`config.mk`:
```
export PLATFORM = sky130hd
export DESIGN_NAME = irq_set_enable_bank
export DESIGN_NICKNAME = d
export VERILOG_FILES = /design/src/irq_enable_pkg.sv /design/src/enable_word_if.sv /design/src/irq_enable_word.sv /design/src/irq_set_enable_bank.sv
export SDC_FILE = /design/constraint.sdc
export NUM_CORES = 1
export LEC_CHECK = 0
export BUFFER_PORTS_ARGS = -buffer_cell sky130_fd_sc_hd__buf_4
export CORE_MARGIN = 3
export CORE_UTILIZATION = 54
export DETAILED_ROUTE_END_ITERATION = 8
export PLACE_DENSITY = 0.93
export SLEW_MARGIN = 20
export SYNTH_ARGS = -nofsm -noshare
export SYNTH_HDL_FRONTEND = slang
export SYNTH_SLANG_ARGS = --single-unit
```
`constraint.sdc`:
```
create_clock -name i_sys_clk -period 1.9 [get_ports i_sys_clk]
set_clock_uncertainty 0.05 [all_clocks]
set_input_delay 0.475 -clock i_sys_clk [delete_from_list [all_inputs] [get_ports i_sys_clk]]
set_output_delay 0.475 -clock i_sys_clk [all_outputs]
set_load 0.02 [all_outputs]
```
`src/irq_enable_pkg.sv`:
```
// Constants shared by the interrupt set-enable bank and its register port.
// Assumes a 32-bit register port with byte addresses on a plain strobe bus.
package irq_enable_pkg;
  localparam int          DATA_W      = 32;
  localparam int          ADDR_W      = 8;
  localparam int          WORD_COUNT  = 2;
  // Register byte offsets
  localparam logic [7:0]  OFFS_WORD0  = 8'h00;
  localparam logic [7:0]  OFFS_WORD1  = 8'h04;
  // Bit positions that hold a real enable; others are unassigned
  localparam logic [31:0] MASK_WORD0  = 32'h7FFF_C0FF;
  localparam logic [31:0] MASK_WORD1  = 32'h0CFF_FFEF;
  localparam logic [31:0] RESET_VALUE = 32'h0000_0000;
  localparam logic [31:0] READ_IDLE   = 32'h0000_0000;
endpackage

```
`src/enable_word_if.sv`:
```
// Carrier between the register decoder and one set-enable word.
// Assumes both ends run on the same system clock.
`timescale 1ns/1ps
interface enable_word_if;
  logic        wr_set;
  logic [31:0] wdata;
  logic [31:0] state;

  modport ctrl (output wr_set, output wdata, input state);
  modport bank (input wr_set, input wdata, output state);
endinterface

```
`src/irq_enable_word.sv`:
```
// One 32-bit word of write-one-to-set interrupt enables.
// Assumes the write strobe is one cycle long and qualified by the decoder.
`timescale 1ns/1ps
module irq_enable_word #(
  parameter logic [31:0] IMPL_MASK = 32'hFFFF_FFFF
) (
  input  wire logic   i_sys_clk,
  input  wire logic   i_rst_n,
  enable_word_if.bank port
);
  logic [31:0] state;
  logic [31:0] next_state;

  // Ones set, zeros keep; unassigned positions never store
  always_comb
  begin
    next_state = state;
    if (port.wr_set)
    begin
      next_state = state | (port.wdata & IMPL_MASK); // see R1
    end
  end

  // All enables cleared by reset
  always_ff @(posedge i_sys_clk or negedge i_rst_n)
  begin
    if (!i_rst_n)
    begin
      state <= irq_enable_pkg::RESET_VALUE;
    end
    else
    begin
      state <= next_state;
    end
  end

  assign port.state = state;
endmodule

```
`src/irq_set_enable_bank.sv`:
```
// Top of the interrupt set-enable bank: register decode, read path, enables out.
// Assumes a single-cycle strobe master that never asserts read and write together.
// Operation
// Writing one to an enable bit enables its interrupt and keeps it enabled.
// Writing zero leaves an enable unchanged; writes never clear enables.
// Reading returns current enable state, one enabled, zero disabled.
// Word 0 bits 30..14 and 7..0 map to interrupts 30..14 and 7..0.
// Word 1 bits 27..26, 23..5, 3..0 map to interrupts 59..58, 55..37, 35..32.
// Software writes zero to unassigned bits; all enables clear after reset.
`timescale 1ns/1ps
module irq_set_enable_bank (
  input  wire logic        i_sys_clk,
  input  wire logic        i_rst_n,
  input  wire logic [7:0]  i_addr,
  input  wire logic [31:0] i_wdata,
  input  wire logic        i_wr,
  input  wire logic        i_rd,
  output logic      [31:0] o_rdata,
  output logic      [63:0] o_irq_enable
);
  logic [31:0] rdata;
  logic [31:0] next_rdata;
  logic [63:0] word_state;

  // Refuse a build the decoder cannot serve: two words of 32 bits,
  // byte offsets that fit the address port and differ from each other
  if ((irq_enable_pkg::WORD_COUNT != 2) || (irq_enable_pkg::DATA_W != 32))
  begin : g_bad_shape
    $error("bank supports exactly two 32-bit enable words");
  end
  if (irq_enable_pkg::ADDR_W != 8)
  begin : g_bad_addr
    $error("address port width must match the offsets");
  end
  if (irq_enable_pkg::OFFS_WORD0 == irq_enable_pkg::OFFS_WORD1)
  begin : g_bad_offs
    $error("the two enable words need distinct offsets");
  end

  // One enable word per register; interrupt number is word*32 + bit
  for (genvar w = 0; w < irq_enable_pkg::WORD_COUNT; w++)
  begin : g_word
    enable_word_if wif ();
    localparam logic [7:0]  OFFS = (w == 0) ? irq_enable_pkg::OFFS_WORD0
                                            : irq_enable_pkg::OFFS_WORD1;
    localparam logic [31:0] MASK = (w == 0) ? irq_enable_pkg::MASK_WORD0
                                            : irq_enable_pkg::MASK_WORD1;
    // Write decode for this word
    assign wif.wr_set = i_wr && (i_addr == OFFS);
    assign wif.wdata  = i_wdata;
    assign word_state[w*32 +: 32] = wif.state; // see R4

    irq_enable_word #(
      .IMPL_MASK (MASK)
    ) u_word (
      .i_sys_clk (i_sys_clk),
      .i_rst_n   (i_rst_n),
      .port      (wif.bank)
    );
  end

  // Read mux; unmapped offsets and idle cycles return zero
  always_comb
  begin
    next_rdata = irq_enable_pkg::READ_IDLE;
    if (i_rd && (i_addr == irq_enable_pkg::OFFS_WORD0))
    begin
      next_rdata = word_state[31:0];
    end
    else if (i_rd && (i_addr == irq_enable_pkg::OFFS_WORD1))
    begin
      next_rdata = word_state[63:32];
    end
  end

  // Read data held for exactly the cycle after the strobe
  always_ff @(posedge i_sys_clk or negedge i_rst_n)
  begin
    if (!i_rst_n)
    begin
      rdata <= irq_enable_pkg::READ_IDLE;
    end
    else
    begin
      rdata <= next_rdata;
    end
  end

  assign o_rdata      = rdata;
  assign o_irq_enable = word_state; // Flops live in the word modules

  // Bit-level map: interrupt n follows bit n mod 32 of word n / 32, and the
  // holes in each word stay dark whatever software writes there
  for (genvar n = 0; n < irq_enable_pkg::WORD_COUNT * 32; n++)
  begin : g_bit_chk
    localparam int          WORD = n / 32;
    localparam int          POS  = n % 32;
    localparam logic [7:0]  OFFS = (WORD == 0) ? irq_enable_pkg::OFFS_WORD0
                                               : irq_enable_pkg::OFFS_WORD1;
    localparam logic [31:0] MASK = (WORD == 0) ? irq_enable_pkg::MASK_WORD0
                                               : irq_enable_pkg::MASK_WORD1;
    if (MASK[POS])
    begin : g_live

    end
    else
    begin : g_dead

    end
  end
endmodule

```
==> metrics.txt, run 1 <==
Seq/Total Area, Yosys 51.9%; Mapped Area 3900 µm²; Synth top cells by count 81 x dfrtp_1, 50 x inv_1, 26 x nand2_1, 25 x nand3_1, 25 x o31ai_1; total track usage 22.6%; CTS Buffer Depth 2; post-CTS resize count 0; final slew viol count 0; share of cells above drive strength 1 43.1%; internal power 2580 µW; half-perimeter wire length after placement 6.32 mm; drt wl/cell 17.0 µm; Worst Max-Slew Pin Slew 520 ps; Crit. End Element flop; critical path launch point type input port; Combinational Power Share 9.4%; CP max stage cell or4_4; final hold violation count 0; antenna viol nets, final 0; vias per cell 5.38; Synth Warn # 0; Lkg Pwr 0.00247 µW; largest net degree at the start of global routing 51; Area after DPL 4870 µm²; hold_buf cts 0; Cell Chain, Critical Path buf_4 > or4_4 > buf_12 > o41ai_1; antenna cell count 0; Setup WS post-layout 361 ps; HP Class in2async; Setup CP Type in2reg; Worst Path Buf+Inv 2; Sw Pwr 840 µW; mean post-synth cell area 11.7 µm²; initial antenna violation count 0; peak supply drop 0.000637 V; Post-Synthesis Cells 335; root buffer cell clkbuf_8; synthesis-stage register bit count 81; final instance area 5090 µm²; Worst Path Max Fanout 38; remaining global-route overflow 0; RSZ-0062 raised after global routing false; Routability Congestion 0.752; filler cell count 478; number of flops mapped to enable cells by yosys 0; pre-CTS WS 9.57 ps; Sw Ratio 24.6%; H-tree levels 3; Max Clk Rate 650 MHz; Area Overhead vs Synth 30.4%; Max-slew headroom 65.4%; Starting DRT DRC Count 180; I/O pins 140; Setup TNS Final 0 ps; top-count cell post-synth dfrtp_1; Starting Density 56.5%; PD cells 672 nW/µm²; vias in the first global route 3065; Post-CTS Setup Bufs 0; CP peak stage delay 570 ps; asr flop ratio synth 100%; full die area 8290 µm²; CTS tree built; Critical Path RT 2090 ps; Chip Height 91.0 µm; main area contributors after synthesis dfrtp_1 52%, o41ai_2 10%, nor4b_2 7.3%; top_reg_cell synth dfrtp_1; CTS buffer count 9; Total Wirelength 9.25 mm; Core ar. 6910 µm²; Top delay family on crit path simple AND/OR/NAND/NOR gates; arrival time of the worst setup path 1730 ps; drt first pass iters 4; CTS clk-pin slew, worst paths 90 ps; IO Port Bufs 123; Clk pwr share 40.2%; Seq pwr share 50.4%; Die Wd 91.0 µm; leading area contributor after synthesis dfrtp_1; number of max-cap violations 0; Final nets 487; Cell variety after synth 19; Synth top area share 51.9%; clk_lat worst skew 340 ps; global-route wire length before repair 15.1 mm; clock tree sinks 81; Final Setup Violations 0; Vias 2926; status complete, no violations; period utilisation layout 81.0%; DRC viols 0; # rows 30; final worst path period need 1540 ps; WHS 47.8 ps
layout make-up:
type                       count  area [µm²]  share of cell area, %
clock buffer                   9         124                   2.43
clock inverter                 7        93.8                   1.84
inverter                      50         188                   3.69
multi-input combinational    169        1450                   28.4
sequential                    81        2030                   39.8
tap                           96         120                   2.36
timing repair buffer         132        1090                   21.4
sequential cells by signal, summed over array words and instances (netlist names):
signal	count
g_word.u_word.port.state	50
o_rdata	31
power by group through the flow:
stage	Sequential [µW]	Combinational (µW)	Clock [µW]
floorplan	1760	188	0
global placement	1760	316	0
detailed placement	1760	322	0
CTS	1720	324	1390
global route	1720	348	1470
finish	1720	321	1370
placed cells by master (no fill, tap or decap):
master,count
buf_12,8
buf_4,124
bufinv_16,2
clkbuf_8,9
clkinv_2,2
clkinvlp_4,2
conb_1,15
dfrtp_1,81
inv_1,50
inv_6,1
mux2i_1,19
nand2_1,26
nand2b_1,1
nand3_1,25
nor4_1,12
nor4b_2,19
o31ai_1,25
o41ai_1,1
o41ai_2,24
or3_4,1
or4_4,1
per-stage QoR:
stage                     power, µW  util [%]  cells
after floorplan                1950         -    349
after global placement         2070      70.5    528
after detailed placement       2080      70.5    528
after CTS                      3440      73.7    544
after global routing           3540      73.7    544
final                          3420      73.7    544
logic make-up (layout without fill, tap and decap cells):
kind of cell	after synthesis	in the layout	share of synthesized area [%]
DFF	81	81	51.9
muxes	19	19	4.87
other	1	15	0.0961
and+or+nand+nor	85	85	15.5
AOI/OAI and AO/OA	50	50	15.0
buffers and inverters	99	198	12.5
path summary, 6_finish.rpt:
check,from,endpoint,slack (ps),depth (start not counted)
worst min register to register,g_word[0].u_word.port.state[30],g_word[0].u_word.port.state[30],450,2
worst max-delay path,i_addr[6],g_word[0].u_word.port.state[20],360,4
worst max register to register,g_word[1].u_word.port.state[19],o_rdata[19],910,2
min in group i_sys_clk,i_wdata[25],g_word[0].u_word.port.state[25],330,3
max in group asynchronous,i_rst_n,o_rdata[4],1240,2
worst min-delay path,i_rst_n,o_rdata[2],50,1
per-layer routing:
| metal | vias up | share of wire [%] | wire, µm | GRT usage, % |
|---|---|---|---|---|
| li1 | 1353 | - | - | - |
| met1 | 1457 | 41 | 3760 | 27.2 |
| met2 | 102 | 51 | 4740 | 39.4 |
| met3 | 14 | 6.6 | 615 | 6.63 |
| met4 | 0 | 1.4 | 132 | 6.28 |
| met5 | - | 0 | 0 | 0 |
Note: power is estimated with default switching activity, not from simulation.
==> inputs of run 2 (changes only) <==
- CORE_UTILIZATION: 54 -> 45
- PLACE_DENSITY: 0.93 -> 0.83
- clock period: 1.9 -> 1.3 ns (I/O delays scaled with it)
==> run 2 against run 1 <==
Compared with the run above:
- the flow now finishes with violations (negative setup slack)
- largest cell class unchanged
- power is 48% higher
- register-to-register slack lost 700 ps
- wire length increased by 6.9%
- critical path depth unchanged
==> metrics.txt, run 2 (synthesis gave the netlist of run 1 again) <==
CTS Buffer Depth 2 (unchanged); vias in the first global route 3086 (was 3065); Seq pwr share 49.9% (was 50.4%); period utilisation layout 103%; CTS tree built (unchanged); critical path launch point type input port (unchanged); internal power 3880 µW (was 2580 µW); Area Overhead vs Synth 44.9% (was 30.4%); reg-to-reg slack, setup 210 ps (was 910 ps); HP Class in2reg (was in2async); Chip Height 99.1 µm (was 91.0 µm); Setup CP Type in2reg (unchanged); antenna viol nets, final 0 (unchanged); status finished with violations (was complete, no violations); total track usage 19.6% (was 22.6%); remaining global-route overflow 0 (unchanged); Setup TNS Final -256 ps (was 0 ps); Total Wirelength 9.89 mm (was 9.25 mm); CTS buffer count 9 (unchanged); drt first pass iters 4 (unchanged); global-route wire length before repair 15.5 mm (was 15.1 mm); clk_lat worst skew 340 ps (about the same); Die Wd 99.1 µm (was 91.0 µm); Critical Path RT 1490 ps (was 2090 ps); antenna cell count 0 (unchanged); PD cells 892 nW/µm² (was 672 nW/µm²); RSZ-0062 raised after global routing true (was false); Reg2Reg Launch Point g_word[0].u_word.port.state[1] (was g_word[1].u_word.port.state[19]); peak supply drop 0.000479 V (was 0.000637 V); I/O pins 140 (unchanged); commonest non-fill, non-tap cells in the layout 135 x buf_4, 81 x dfrtp_1, 50 x inv_1 (was 124 x buf_4, 81 x dfrtp_1, 50 x inv_1); Core ar. 8340 µm² (was 6910 µm²); Sw Pwr 1170 µW (was 840 µW); vias per cell 5.20 (was 5.38); most common library cell in the layout ignoring fill and taps buf_4 (unchanged); drt wl/cell 16.6 µm (was 17.0 µm); Final nets 532 (was 487); Routability Congestion 0.744 (was 0.752); H-tree levels 3 (unchanged); CP max stage cell or4_4 (unchanged); root buffer cell clkbuf_8 (unchanged); Starting DRT DRC Count 97 (was 180); Starting Density 46.8% (was 56.5%); largest net degree at the start of global routing 49 (was 51); Hold Path Origin i_wdata[28]; arrival time of the worst setup path 1530 ps (was 1730 ps); Final Setup Violations 15 (was 0); Combinational Power Share 10.0% (was 9.4%); Lkg Pwr 0.00275 µW (was 0.00247 µW); DRC viols 0 (unchanged); Vias 3102 (was 2926); full die area 9830 µm² (was 8290 µm²); final core utilization 67.8% (was 73.7%); hold path endpoint g_word[0].u_word.port.state[28]; failing checks negative setup slack; final worst path period need 1330 ps; Max Clk Rate 750 MHz; CTS clk-pin slew, worst paths 80 ps (was 90 ps); final slew viol count 0 (unchanged); RR Endpoint o_rdata[1] (was o_rdata[19]); share of cells above drive strength 1 49.5% (was 43.1%); Crit. End Element flop (unchanged); WHS 211 ps (was 47.8 ps); Worst Path Max Fanout 48 (was 38); Setup WS post-layout -33.1 ps (was 361 ps); Largest register FFs 50 (unchanged); Cell Chain, Critical Path buf_4 > or4_4 > buf_12 > nor4b_4 (was buf_4 > or4_4 > buf_12 > o41ai_1); final hold violation count 0 (unchanged); CP peak stage delay 570 ps (about the same); R2R depth 4 (was 2); WHS Path Cells 3; IO Port Bufs 123 (unchanged); clock tree sinks 81 (unchanged); initial antenna violation count 0 (unchanged); half-perimeter wire length after placement 6.21 mm (was 6.32 mm); # rows 33 (was 30); Sw Ratio 23.2% (was 24.6%); Clk pwr share 40.1% (was 40.2%); Largest Register g_word.u_word.port.state (unchanged); number of max-cap violations 0 (unchanged)
[run 2: cell count changes in the layout (fill, tap and decap cells not counted), moves of 2 or more]
cell and change:
clkbuf_8 +2, nor4b_4 +3, buf_6 +31, nor4_2 +6, nor4_1 -6, clkinvlp_4 -2
nor4b_2 -3, buf_4 +11, buf_12 +2
[run 2: worst max-delay path: cells and delay by family]
kind                   cells  cell delay [ps]
AND/OR/NAND/NOR            2              850
buffers and inverters      2              320
[run 2: repair_timing]
item                       CTS  global route
setup endpoints to repair   37            62
hold endpoints to repair    17             0
setup buffers               29            11
hold buffers                 1             0
resized for setup            6            36
pin swaps                    1             0
[run 2: worst max path at each step]
stage	depth (start not counted)	from	end
final	4	i_addr[6]	o_rdata[16]
after global routing	4	i_addr[6]	o_rdata[15]
after CTS	4	i_addr[6]	o_rdata[16]
after detailed placement	4	i_addr[6]	g_word[0].u_word.port.state[20]
after global placement	4	i_addr[6]	g_word[0].u_word.port.state[20]
after floorplan	4	i_addr[6]	o_rdata[14]
[run 2: cell type report]
class	instances	area, µm²
clock buffers	11	151
inverters	50	188
repair buffers	177	1570
fillers	608	2680
clock inverters	3	65.1
multi-input cells	169	1520
flip-flops and latches	81	2030
well taps	105	131
[run 2: stage by stage]
step	cells	setup WS (ps)	instance area, µm²	total power [µW]
global route	596	-52.7	5660	5240
floorplan	349	-210	3980	2860
detailed placement	541	-455	4940	3070
CTS	585	-28.6	5410	5110
global placement	541	-388	4940	3060
finish	596	-33.1	5660	5050
[run 2: power groups by stage]
stage          Combinational [µW]  Sequential (µW)  Clock [µW]
3_3_place_gp                  487             2570           0
5_1_grt                       548             2520        2170
4_1_cts                       500             2520        2090
2_1_floorplan                 281             2570           0
3_5_place_dp                  495             2570           0
6_report                      505             2520        2020
[run 2: layer usage]
metal	up-vias	global-route usage, %	routed length (µm)
li1	1443	-	-
met1	1521	25.1	4040
met2	127	32.7	5000
met3	11	4.70	729
met4	0	6.83	125
met5	-	0	0
